File: src/addr_filter_pkg.sv
// Purpose: Shared constants for the compatibility-mode address filter
// Assumes: 25 MHz system clock, classic Wishbone register access
// Notes:   Register offsets are byte addresses of aligned 32-bit words
`default_nettype none
package addr_filter_pkg;
  // Register byte offsets
  localparam logic [7:0] REG_CTRL      = 8'h00;
  localparam logic [7:0] REG_DEST_ADDR = 8'h04;
  localparam logic [7:0] REG_OWN_ADDR  = 8'h08;
  localparam logic [7:0] REG_TX_DELAY  = 8'h0C;
  localparam logic [7:0] REG_EOM_PAUSE = 8'h10;
  localparam logic [7:0] REG_CMD       = 8'h14;
  localparam logic [7:0] REG_STATUS    = 8'h18;
  localparam logic [7:0] REG_COUNT     = 8'h1C;
  // Control field positions
  localparam int CTRL_TX_ADDR_EN = 0;
  localparam int CTRL_RX_ADDR_EN = 1;
  localparam int CTRL_FEC_EN     = 2;
  localparam int CTRL_PRIO_TX    = 3;
  localparam int CTRL_MODE_LSB   = 8;
  localparam int CTRL_MODE_W     = 5;
  // Status field positions
  localparam int STAT_REPEATER   = 0;
  localparam int STAT_FEC_ACT    = 1;
  localparam int STAT_CSMA       = 2;
  localparam int STAT_TX_BUSY    = 3;
  localparam int STAT_ADDR_USE   = 4;
  // Commands written to the command register
  localparam logic [7:0] CMD_REPEATER_ON  = 8'h01;
  localparam logic [7:0] CMD_REPEATER_OFF = 8'h02;
  localparam logic [7:0] CMD_COMPAT_OPT3  = 8'h03;
  // Reset values
  localparam logic [15:0] DEST_ADDR_RST = 16'h00FF;
  localparam logic [15:0] OWN_ADDR_RST  = 16'h0000;
  localparam logic [7:0]  BROADCAST     = 8'hFF;
  localparam logic [4:0]  MODE_NATIVE   = 5'h00;
  localparam logic [4:0]  MODE_OPT3     = 5'h03;
  localparam logic [15:0] TX_DELAY_RST  = 16'h0000;
  localparam logic [15:0] TX_DELAY_MAX  = 16'hFDE8;
  localparam logic [15:0] TX_DELAY_LOCK = 16'h0032;
  localparam logic [15:0] TX_DELAY_LAT  = 16'h0022;
  localparam logic [7:0]  EOM_PAUSE_RST = 8'h03;
  // Timing
  localparam int CLK_HZ        = 25000000;
  localparam int MS_CYCLES     = CLK_HZ / 1000;
  localparam int BYTE_TIME_NS  = 1042;
  localparam int BYTE_CYCLES   = (BYTE_TIME_NS * (CLK_HZ / 1000000) + 999) / 1000;
endpackage
`default_nettype wire

File: src/frame_buf_if.sv
// Purpose: Valid/ready carrier for bytes between filter and buffer
// Assumes: Single clock domain
// Notes:   Eight data bits plus end-of-message marker
`default_nettype none
interface frame_buf_if;
  logic [8:0] data;
  logic       valid;
  logic       ready;
  modport src  (output data, output valid, input ready);
  modport sink (input data, input valid, output ready);
endinterface
`default_nettype wire

File: src/compat_mode_address_filter.sv
// Purpose: Address labelling and filtering for compatibility radio modes
// Assumes: Host bytes arrive on a same-clock stream; peer frames already decoded
// Notes:   Wishbone classic slave, one wait state, ack for one cycle
`default_nettype none
module compat_mode_address_filter
  import addr_filter_pkg::*;
#(
  parameter int MS_CNT = addr_filter_pkg::MS_CYCLES
) (
  // Clock and reset
  input  wire logic        i_clk_sys,
  input  wire logic        i_rst_n,
  // Wishbone slave
  input  wire logic        i_wb_cyc,
  input  wire logic        i_wb_stb,
  input  wire logic        i_wb_we,
  input  wire logic [7:0]  i_wb_adr,
  input  wire logic [3:0]  i_wb_sel,
  input  wire logic [31:0] i_wb_dat,
  output logic [31:0]      o_wb_dat,
  output logic             o_wb_ack,
  // Host serial bytes in
  input  wire logic        i_host_valid,
  input  wire logic [7:0]  i_host_data,
  output logic             o_host_ready,
  // Frame bytes to modulator, bit 8 marks last byte
  output logic [8:0]       o_tx_data,
  output logic             o_tx_valid,
  input  wire logic        i_tx_ready,
  output logic [7:0]       o_tx_dest,
  // Received frame header from demodulator
  input  wire logic        i_rx_hdr_valid,
  input  wire logic [7:0]  i_rx_hdr_dest,
  output logic             o_rx_accept,
  output logic             o_rx_drop,
  // Mode outputs
  output logic             o_fec_active,
  output logic             o_repeater_en,
  output logic             o_csma_en
);
  typedef enum logic [1:0] {ST_COLLECT, ST_DELAY, ST_SEND} tx_state_t;

  // Configuration registers
  logic [15:0] dest_addr_ff;
  logic [15:0] own_addr_ff;
  logic [15:0] tx_delay_ff;
  logic [7:0]  eom_pause_ff;
  logic        tx_addr_en_ff;
  logic        rx_addr_en_ff;
  logic        fec_en_ff;
  logic        prio_tx_ff;
  logic [4:0]  mode_ff;
  logic        repeater_ff;
  logic [15:0] acc_cnt_ff;
  logic [15:0] drop_cnt_ff;
  // Transfer engine
  tx_state_t   state_ff;
  logic [15:0] gap_cnt_ff;
  logic [7:0]  gap_bytes_ff;
  logic [15:0] ms_sub_ff;
  logic [15:0] ms_left_ff;
  logic [8:0]  msg_mem [256];
  logic [7:0]  wr_ptr_ff;
  logic [7:0]  rd_ptr_ff;
  logic        have_data_ff;
  logic        rx_accept_ff;
  logic        rx_drop_ff;
  logic [31:0] rd_data;
  logic        wb_req;
  logic        wr_ctrl;
  logic        addr_off;
  logic        gap_done;
  logic        byte_tick;
  frame_buf_if fb ();

  // Low byte compare, 255 in either address means broadcast
  function automatic logic addr_match(input logic [15:0] a, input logic [7:0] b);
    addr_match = (a[7:0] == b) || (a[7:0] == BROADCAST) || (b == BROADCAST);
  endfunction

  assign wb_req   = i_wb_cyc && i_wb_stb && !o_wb_ack;
  assign wr_ctrl  = wb_req && i_wb_we && i_wb_sel[0];
  assign addr_off = (mode_ff == MODE_OPT3);

  // Single wait state ack, dropped the cycle after
  always_ff @(posedge i_clk_sys) begin
    if (!i_rst_n) begin
      o_wb_ack <= 1'b0;
      o_wb_dat <= 32'h00000000;
    end else begin
      o_wb_ack <= wb_req;
      o_wb_dat <= wb_req ? rd_data : 32'h00000000;
    end
  end

  // Read mux, unmapped reads as zero
  always_comb begin
    rd_data = 32'h00000000;
    case (i_wb_adr)
      REG_CTRL: begin
        rd_data[CTRL_TX_ADDR_EN] = tx_addr_en_ff;
        rd_data[CTRL_RX_ADDR_EN] = rx_addr_en_ff;
        rd_data[CTRL_FEC_EN]     = fec_en_ff;
        rd_data[CTRL_PRIO_TX]    = prio_tx_ff;
        rd_data[CTRL_MODE_LSB +: CTRL_MODE_W] = mode_ff;
      end
      REG_DEST_ADDR: rd_data[15:0] = dest_addr_ff;
      REG_OWN_ADDR:  rd_data[15:0] = own_addr_ff;
      REG_TX_DELAY:  rd_data[15:0] = tx_delay_ff;
      REG_EOM_PAUSE: rd_data[7:0]  = eom_pause_ff;
      REG_STATUS: begin
        rd_data[STAT_REPEATER] = repeater_ff;
        rd_data[STAT_FEC_ACT]  = o_fec_active;
        rd_data[STAT_CSMA]     = o_csma_en;
        rd_data[STAT_TX_BUSY]  = (state_ff != ST_COLLECT);
        rd_data[STAT_ADDR_USE] = !addr_off;
      end
      REG_COUNT: rd_data = {drop_cnt_ff, acc_cnt_ff};
      default: rd_data = 32'h00000000;
    endcase
  end

  // Address and timing registers
  always_ff @(posedge i_clk_sys) begin
    if (!i_rst_n) begin
      dest_addr_ff <= DEST_ADDR_RST;
      own_addr_ff  <= OWN_ADDR_RST;
      tx_delay_ff  <= TX_DELAY_RST;
      eom_pause_ff <= EOM_PAUSE_RST;
    end else if (wb_req && i_wb_we) begin
      case (i_wb_adr)
        REG_DEST_ADDR: begin
          if (i_wb_sel[0]) dest_addr_ff[7:0]  <= i_wb_dat[7:0];
          if (i_wb_sel[1]) dest_addr_ff[15:8] <= i_wb_dat[15:8];
        end
        REG_OWN_ADDR: begin
          if (i_wb_sel[0]) own_addr_ff[7:0]  <= i_wb_dat[7:0];
          if (i_wb_sel[1]) own_addr_ff[15:8] <= i_wb_dat[15:8];
        end
        REG_TX_DELAY: begin
          // Clamp oversize writes to the top of the range
          if (i_wb_sel[1:0] == 2'b11) begin
            tx_delay_ff <= (i_wb_dat[15:0] > TX_DELAY_MAX) ? TX_DELAY_MAX
                                                           : i_wb_dat[15:0];
          end
        end
        REG_EOM_PAUSE: if (i_wb_sel[0]) eom_pause_ff <= i_wb_dat[7:0];
        default: ;
      endcase
    end
  end

  // Control bits and commands
  always_ff @(posedge i_clk_sys) begin
    if (!i_rst_n) begin
      tx_addr_en_ff <= 1'b0;
      rx_addr_en_ff <= 1'b0;
      fec_en_ff     <= 1'b0;
      prio_tx_ff    <= 1'b0;
      mode_ff       <= MODE_NATIVE;
      repeater_ff   <= 1'b0;
    end else if (wr_ctrl && i_wb_adr == REG_CTRL) begin
      tx_addr_en_ff <= i_wb_dat[CTRL_TX_ADDR_EN];
      rx_addr_en_ff <= i_wb_dat[CTRL_RX_ADDR_EN];
      fec_en_ff     <= i_wb_dat[CTRL_FEC_EN];
      prio_tx_ff    <= i_wb_dat[CTRL_PRIO_TX];
      if (i_wb_sel[1]) mode_ff <= i_wb_dat[CTRL_MODE_LSB +: CTRL_MODE_W];
    end else if (wr_ctrl && i_wb_adr == REG_CMD) begin
      case (i_wb_dat[7:0])
        CMD_REPEATER_ON:  repeater_ff <= 1'b1;
        CMD_REPEATER_OFF: repeater_ff <= 1'b0;
        CMD_COMPAT_OPT3: begin
          // Addressing is meaningless here, so drop both enables
          mode_ff       <= MODE_OPT3;
          tx_addr_en_ff <= 1'b0;
          rx_addr_en_ff <= 1'b0;
        end
        default: ;
      endcase
    end
  end

  // FEC stored setting is kept, only its effect is gated per mode
  always_ff @(posedge i_clk_sys) begin
    if (!i_rst_n) begin
      o_fec_active  <= 1'b0;
      o_repeater_en <= 1'b0;
      o_csma_en     <= 1'b1;
    end else begin
      o_fec_active  <= fec_en_ff && (mode_ff == MODE_NATIVE);
      o_repeater_en <= repeater_ff;
      o_csma_en     <= !prio_tx_ff;
    end
  end

  // Receive filter, peer frames are labelled not acknowledged
  always_ff @(posedge i_clk_sys) begin
    if (!i_rst_n) begin
      rx_accept_ff <= 1'b0;
      rx_drop_ff   <= 1'b0;
      acc_cnt_ff   <= 16'h0000;
      drop_cnt_ff  <= 16'h0000;
    end else begin
      rx_accept_ff <= 1'b0;
      rx_drop_ff   <= 1'b0;
      if (i_rx_hdr_valid) begin
        if (addr_off || !rx_addr_en_ff || addr_match(own_addr_ff, i_rx_hdr_dest)) begin
          rx_accept_ff <= 1'b1;
          acc_cnt_ff   <= 16'(acc_cnt_ff + 16'h0001);
        end else begin
          rx_drop_ff   <= 1'b1;
          drop_cnt_ff  <= 16'(drop_cnt_ff + 16'h0001);
        end
      end
    end
  end
  assign o_rx_accept = rx_accept_ff;
  assign o_rx_drop   = rx_drop_ff;

  // Destination label, broadcast when addressing is off
  always_ff @(posedge i_clk_sys) begin
    if (!i_rst_n) begin
      o_tx_dest <= BROADCAST;
    end else begin
      o_tx_dest <= (tx_addr_en_ff && !addr_off) ? dest_addr_ff[7:0] : BROADCAST;
    end
  end

  // Byte-interval tick for gap measurement
  assign byte_tick = (gap_cnt_ff == 16'(BYTE_CYCLES - 1));
  assign gap_done  = have_data_ff && (gap_bytes_ff >= eom_pause_ff);

  // Gap timer restarts on every host byte
  always_ff @(posedge i_clk_sys) begin
    if (!i_rst_n || (i_host_valid && o_host_ready) || state_ff != ST_COLLECT) begin
      gap_cnt_ff   <= 16'h0000;
      gap_bytes_ff <= 8'h00;
    end else if (byte_tick) begin
      gap_cnt_ff   <= 16'h0000;
      if (gap_bytes_ff != 8'hFF) gap_bytes_ff <= 8'(gap_bytes_ff + 8'h01);
    end else begin
      gap_cnt_ff   <= 16'(gap_cnt_ff + 16'h0001);
    end
  end

  // Message store, bytes kept with bit 8 clear; end marker is added on read
  always_ff @(posedge i_clk_sys) begin
    if (i_host_valid && o_host_ready) begin
      msg_mem[wr_ptr_ff] <= {1'b0, i_host_data};
    end
  end

  // Collect, wait out the delay, then send
  always_ff @(posedge i_clk_sys) begin
    if (!i_rst_n) begin
      state_ff     <= ST_COLLECT;
      wr_ptr_ff    <= 8'h00;
      rd_ptr_ff    <= 8'h00;
      have_data_ff <= 1'b0;
      ms_sub_ff    <= 16'h0000;
      ms_left_ff   <= 16'h0000;
      o_host_ready <= 1'b0;
    end else begin
      case (state_ff)
        ST_COLLECT: begin
          o_host_ready <= (wr_ptr_ff != 8'hFF) && !gap_done;
          if (i_host_valid && o_host_ready) begin
            wr_ptr_ff    <= 8'(wr_ptr_ff + 8'h01);
            have_data_ff <= 1'b1;
          end else if (gap_done || wr_ptr_ff == 8'hFF) begin
            o_host_ready <= 1'b0;
            ms_sub_ff    <= 16'h0000;
            ms_left_ff   <= tx_delay_ff;
            state_ff     <= ST_DELAY;
          end
        end
        ST_DELAY: begin
          // Zero delay passes straight through
          if (ms_left_ff == 16'h0000) begin
            rd_ptr_ff <= 8'h00;
            state_ff  <= ST_SEND;
          end else if (ms_sub_ff == 16'(MS_CNT - 1)) begin
            ms_sub_ff  <= 16'h0000;
            ms_left_ff <= 16'(ms_left_ff - 16'h0001);
          end else begin
            ms_sub_ff  <= 16'(ms_sub_ff + 16'h0001);
          end
        end
        ST_SEND: begin
          // Single pass, nothing kept for resend
          if (fb.ready && rd_ptr_ff == 8'(wr_ptr_ff - 8'h01)) begin
            wr_ptr_ff    <= 8'h00;
            have_data_ff <= 1'b0;
            state_ff     <= ST_COLLECT;
          end else if (fb.ready) begin
            rd_ptr_ff <= 8'(rd_ptr_ff + 8'h01);
          end
        end
        default: state_ff <= ST_COLLECT;
      endcase
    end
  end

  // Stream into the buffer, end marker on last byte
  assign fb.valid = (state_ff == ST_SEND);
  assign fb.data  = {rd_ptr_ff == 8'(wr_ptr_ff - 8'h01), msg_mem[rd_ptr_ff][7:0]};

  skid_buf2 u_buf (
    .i_clk_sys (i_clk_sys),
    .i_rst_n   (i_rst_n),
    .up        (fb),
    .o_data    (o_tx_data),
    .o_valid   (o_tx_valid),
    .i_ready   (i_tx_ready)
  );

  // Assertions
  property p_rx_exclusive;
    @(posedge i_clk_sys) disable iff (!i_rst_n) !(o_rx_accept && o_rx_drop);
  endproperty
  a_rx_exclusive: assert property (p_rx_exclusive) else $error("accept and drop together");
  property p_bcast_accept;
    @(posedge i_clk_sys) disable iff (!i_rst_n)
      (i_rx_hdr_valid && i_rx_hdr_dest == BROADCAST) |=> o_rx_accept;
  endproperty
  a_bcast_accept: assert property (p_bcast_accept) else $error("broadcast dropped");
  property p_mismatch_drop;
    @(posedge i_clk_sys) disable iff (!i_rst_n)
      (i_rx_hdr_valid && rx_addr_en_ff && !addr_off && i_rx_hdr_dest != own_addr_ff[7:0]
       && i_rx_hdr_dest != BROADCAST && own_addr_ff[7:0] != BROADCAST) |=> o_rx_drop;
  endproperty
  a_mismatch_drop: assert property (p_mismatch_drop) else $error("foreign frame taken");
  property p_opt3_noaddr;
    @(posedge i_clk_sys) disable iff (!i_rst_n)
      addr_off |-> ##2 (o_tx_dest == BROADCAST) || !$past(addr_off);
  endproperty
  a_opt3_noaddr: assert property (p_opt3_noaddr) else $error("address used in option 3");
  property p_fec_opt3;
    @(posedge i_clk_sys) disable iff (!i_rst_n) addr_off |=> !o_fec_active;
  endproperty
  a_fec_opt3: assert property (p_fec_opt3) else $error("fec active in option 3");
  property p_csma;
    @(posedge i_clk_sys) disable iff (!i_rst_n) $rose(prio_tx_ff) |=> !o_csma_en;
  endproperty
  a_csma: assert property (p_csma) else $error("csma not off");
  property p_rep_on;
    @(posedge i_clk_sys) disable iff (!i_rst_n)
      (wr_ctrl && i_wb_adr == REG_CMD && i_wb_dat[7:0] == CMD_REPEATER_ON) |=> ##1 o_repeater_en;
  endproperty
  a_rep_on: assert property (p_rep_on) else $error("repeater not on");
  // Collection only ends on a pause or a full store
  property p_no_send_early;
    @(posedge i_clk_sys) disable iff (!i_rst_n)
      (state_ff == ST_COLLECT && !gap_done && wr_ptr_ff != 8'hFF)
      |=> (state_ff == ST_COLLECT);
  endproperty
  a_no_send_early: assert property (p_no_send_early) else $error("sent before gap");
  property p_ack_pulse;
    @(posedge i_clk_sys) disable iff (!i_rst_n) o_wb_ack |=> !o_wb_ack;
  endproperty
  a_ack_pulse: assert property (p_ack_pulse) else $error("ack held");
  c_accept: cover property (@(posedge i_clk_sys) o_rx_accept);
  c_drop:   cover property (@(posedge i_clk_sys) o_rx_drop);
  c_send:   cover property (@(posedge i_clk_sys) o_tx_valid && o_tx_data[8]);
endmodule
`default_nettype wire

File: src/skid_buf2.sv
// Purpose: Two-entry buffer between frame logic and downstream sink
// Assumes: Same clock for both sides
// Notes:   Ready upstream is registered full flag, so no comb path
`default_nettype none
module skid_buf2 (
  // Clock and reset
  input  wire logic        i_clk_sys,
  input  wire logic        i_rst_n,
  // Upstream side
  frame_buf_if.sink        up,
  // Downstream side
  output logic [8:0]       o_data,
  output logic             o_valid,
  input  wire logic        i_ready
);
  logic [8:0] mem_ff [2];
  logic       rd_ff;
  logic       wr_ff;
  logic [1:0] cnt_ff;
  logic       push;
  logic       pop;

  // Handshake terms
  assign push    = up.valid && up.ready;
  assign pop     = o_valid && i_ready;
  assign up.ready = (cnt_ff != 2'd2);
  assign o_valid = (cnt_ff != 2'd0);
  assign o_data  = mem_ff[rd_ff];

  // Storage write
  always_ff @(posedge i_clk_sys) begin
    if (push) begin
      mem_ff[wr_ff] <= up.data;
    end
  end

  // Pointers and occupancy
  always_ff @(posedge i_clk_sys) begin
    if (!i_rst_n) begin
      rd_ff  <= 1'b0;
      wr_ff  <= 1'b0;
      cnt_ff <= 2'd0;
    end else begin
      if (push) wr_ff <= ~wr_ff;
      if (pop) rd_ff <= ~rd_ff;
      cnt_ff <= 2'(cnt_ff + {1'b0, push} - {1'b0, pop});
    end
  end
endmodule
`default_nettype wire

File: config.mk
export PLATFORM = sky130hd
export DESIGN_NAME = compat_mode_address_filter
export DESIGN_NICKNAME = d
export VERILOG_FILES = /design/src/addr_filter_pkg.sv /design/src/frame_buf_if.sv /design/src/compat_mode_address_filter.sv /design/src/skid_buf2.sv
export SDC_FILE = /design/constraint.sdc
export NUM_CORES = 2
export LEC_CHECK = 0
export ABC_AREA = 1
export BUFFER_PORTS_ARGS = -buffer_cell sky130_fd_sc_hd__buf_2
export CAP_MARGIN = 20
export CORE_MARGIN = 2
export CORE_UTILIZATION = 60
export DETAILED_ROUTE_END_ITERATION = 6
export PLACE_DENSITY = 0.78
export SYNTH_ARGS = -nofsm -noshare
export SYNTH_HDL_FRONTEND = slang
export SYNTH_HIERARCHICAL = 1
export SYNTH_SLANG_ARGS = --single-unit
File: constraint.sdc
create_clock -name i_clk_sys -period 5.1 [get_ports i_clk_sys]
set_input_delay 0.255 -clock i_clk_sys [delete_from_list [all_inputs] [get_ports i_clk_sys]]
set_output_delay 0.255 -clock i_clk_sys [all_outputs]
set_load 0.02 [all_outputs]
==> flow_summary.toml <==
[detailed_routing]
wirelength_mm = 245
num_vias = 66651
viasPerCell = 6.18
drc = 0
drt-initial-drc-count = 9691
wl_per_cell_um = 22.7
antenna_left = 0
dr.pass1.iters = 7

[synth]
yosys_warnings = 6
seq_area_frac_synth_pct = 70.0
synth_simple_gate_area_share_pct = 23.6
synth_nets = 8711
synth_edf_count = 2066
synth_compound_area_share_pct = 1.82
netlist_area_sq_um = 95300
avgSynthCellArea_sq_um = 11.1
async_flop_share_pct = 0
synth_top_family_by_area = "simple AND/OR/NAND/NOR gates"
synth_cell_type_count = 52
post_synth_inst_count = 8621
synthAdderAreaFrac_pct = 0.289
synth_xor_area_share_pct = 0.377
ys.flop_type = "edfxtp_1"
ys_seq_elements = 2299
synth_mux_area_share_pct = 0.142

[clocking]
cts.sink_count = 2299
postCtsSetupBuffers = 0
cts.reportedPaths.clkPinSlew_ns = 0.06
cts_tree = "built"
insertion_delay_ns = 0.85
root_buffer = "clkbuf_16"
htree_num_levels = 4
clk_path_buf_depth = 3
cts_inserted_buffers = 215

[power_and_ir_drop]
vdd_drop_max_mv = 0.298
p_total_uw = 37400
power-per-cell-area_nw_per_um2 = 358
p_leak_uw = 0.0365

[floorplan]
rows = 146
die_h_um = 402
initial_core_util_pct = 60.3
io_pins = 125
dieArea_sq_um = 162000
coreArea_sq_um = 158000
die_width_um = 402

[timing]
setup_viol = 0
fin_worst_skew_ns = 0.0460
fmax_mhz = 259
post-route-period-util_pct = 75.7
finalSetupTns_ns = 0
finalMaxSlewViolations = 0
period_needed_ns = 3.86
finalHoldViolCount = 0
rsz0062_at_grt = "false"
relSlewSlack_pct = 9.83
tightest_slew_ns = 1.35

[grt]
grt_overflow = 0
grt_max_degree = 252
antenna_found_initial = 5
grt_pass1_vias = 64556
grt_first_pass_wirelength_mm = 374
grt_usage_pct = 30.0

[worst_setup_path]
path_cells = "dlygate4sd3_1 -> buf_2 -> nor2_1 -> dlygate4sd3_1 -> inv_1 -> nor3_2 -> dlygate4sd3_1 -> inv_1 -> nor2_4 -> nand2_1 -> nor2_2 -> nand2_1 -> dlygate4sd3_1 -> a21oi_1 -> dlygate4sd3_1"
max_stage_delay_ns = 0.64
crit_fanout = 9
crit_path_top_delay_cell = "dlygate4sd3_1"
startpoint_type = "primary input"
critPathTopFamily = "buffers and inverters"
required_ns = 5.90
path_common_cell = "dlygate4sd3_1"
arrival_ns = 4.66
path_buf_inv = 8
path_class = "primary input to register"
end_kind = "register"

[final_layout]
final_util_pct = 66.0
fillCellCount = 11032
final_area_sq_um = 104000
final_cells = 10780
drive_above_1_share_pct = 6.63
finalNetCount = 8621
area_growth_pct = 9.53

[flow_run]
max_cap_viol_count = 0

[place]
hpwl_mm = 134
dp_cells = 10335
place_area_sq_um = 96700
portBuffers = 106
gp_congestion = 0.908

[run_status]
status = "completed"

[worst_hold_path]
hold_class = "primary input to register"
-- layer usage --
metal / GRT usage, % / share of wire [%] / vias to the layer above / wire (um)
li1: - / - / 30044 / -
met1: 40.2 / 37 / 31815 / 90300
met2: 47.9 / 47 / 4105 / 115000
met3: 5.96 / 12 / 683 / 28400
met4: 13.3 / 4.4 / 4 / 10800
met5: 0 / 0.0086 / - / 21
-- cells in the final DEF (no fill, tap or decap), drive strengths merged, types with 15 or more instances in the layout --
cell type    Yosys  final
a21oi          139    139
buf            416    178
bufinv           0     22
clkbuf         119    273
clkinv           3     85
dfxtp          233    233
dlygate4sd3      0     50
edfxtp        2066   2066
ha              22     22
inv            231    242
nand2         2440   2440
nand3         2114   2114
nand4           44     44
nor2           480    480
nor3            48     48
nor4            15     15
o21ai          115    115
o22ai           17     17
xor2            37     37
-- per-stage QoR --
step           hold WS [ns]  setup WS (ns)
3_5_place_dp          0.394           1.45
4_1_cts             0.00161           1.44
2_1_floorplan         0.348           2.97
3_3_place_gp          0.381           1.50
5_1_grt              0.0661           1.15
6_report             0.0412           1.24
-- logic make-up after synthesis --
family | Yosys count
buffers and inverters | 769
DFF | 2299
muxes | 9
adders and majority gates | 22
xor gates and xnor gates | 41
and+or+nand+nor | 5162
AOI/OAI and AO/OA | 319
-- timing repair --
item,in CTS,in global routing
hold buffers,50,0
gates resized for setup,0,0
hold endpoints to repair,394,0
endpoints found under the setup margin,0,0
-- path summary, 6_finish.rpt --
path                                            to  cells after the start  slack [ns]      startpoint
worst max register to register  u_buf/mem_ff[0][7]                     12        1.42        register
worst min register to register           o_csma_en                      1        0.41      prio_tx_ff
worst max-delay path                    mode_ff[4]                     15        1.24     i_wb_adr[6]
worst min-delay path               msg_mem[230][2]                      1        0.04  i_host_data[2]
-- cell usage after synthesis, drive strengths merged (6+ instances only) --
cell    number  area share (%)
xor2        37            0.34
mux2         9            0.14
nor4        15            0.11
a211oi       6           0.047
buf        416             2.4
nor3b        9           0.071
o211ai      12           0.095
nand3     2114              11
nor3        48            0.32
nand4       44            0.30
ha          22            0.29
or2          9           0.059
inv        231            0.91
clkbuf     119            0.47
o22ai       17            0.11
edfxtp    2066              65
nor2       480             1.9
o21ai      115            0.60
a21oi      139            0.73
a31oi       12           0.079
dfxtp      233             4.9
nand2     2440             9.6
-- flip-flops by register name, summed over array words and instances, names as in the netlist, 16 cells and up, named ones only --
| signal | cells |
|---|---|
| msg_mem | 2048 |
| own_addr_ff | 16 |
| dest_addr_ff | 16 |
| ms_left_ff | 16 |
| tx_delay_ff | 16 |
| o_wb_dat | 32 |
| drop_cnt_ff | 16 |
| acc_cnt_ff | 16 |
| gap_cnt_ff | 16 |
| ms_sub_ff | 16 |
| u_buf/mem_ff | 18 |
-- where the power goes --
group	switching, uW	internal, uW	total, uW
registers	26.1	20500	20500
clock network	6900	9260	16200
logic	531	136	667
total	7450	29900	37400
-- worst register-to-register path, stage by stage (launching register included) --
cell and delay, ns:
dfxtp_4 0.48, inv_16 0.52, buf_4 0.89, nand2_1 0.16
nand3_1 0.11, nand3_1 0.09, nand3_1 0.17, nand3_1 0.10
nand3_1 0.26, nand3_1 0.25, nand2_1 0.31, nand2_1 0.09
nand2_1 0.11
-- cell type report --
| type | count | area (sq um) | share of cell area [%] |
|---|---|---|---|
| Antenna cell | 3 | 7.51 | 0.00719 |
| Clock buffer | 273 | 5880 | 5.64 |
| Clock inverter | 118 | 1240 | 1.19 |
| Inverter | 234 | 912 | 0.874 |
| Multi-Input combinational cell | 5553 | 25000 | 24.0 |
| Sequential cell | 2299 | 66700 | 63.9 |
| Tap cell | 2072 | 2590 | 2.48 |
| Timing Repair Buffer | 228 | 1940 | 1.86 |
Note: power is estimated with default switching activity, not from simulation.
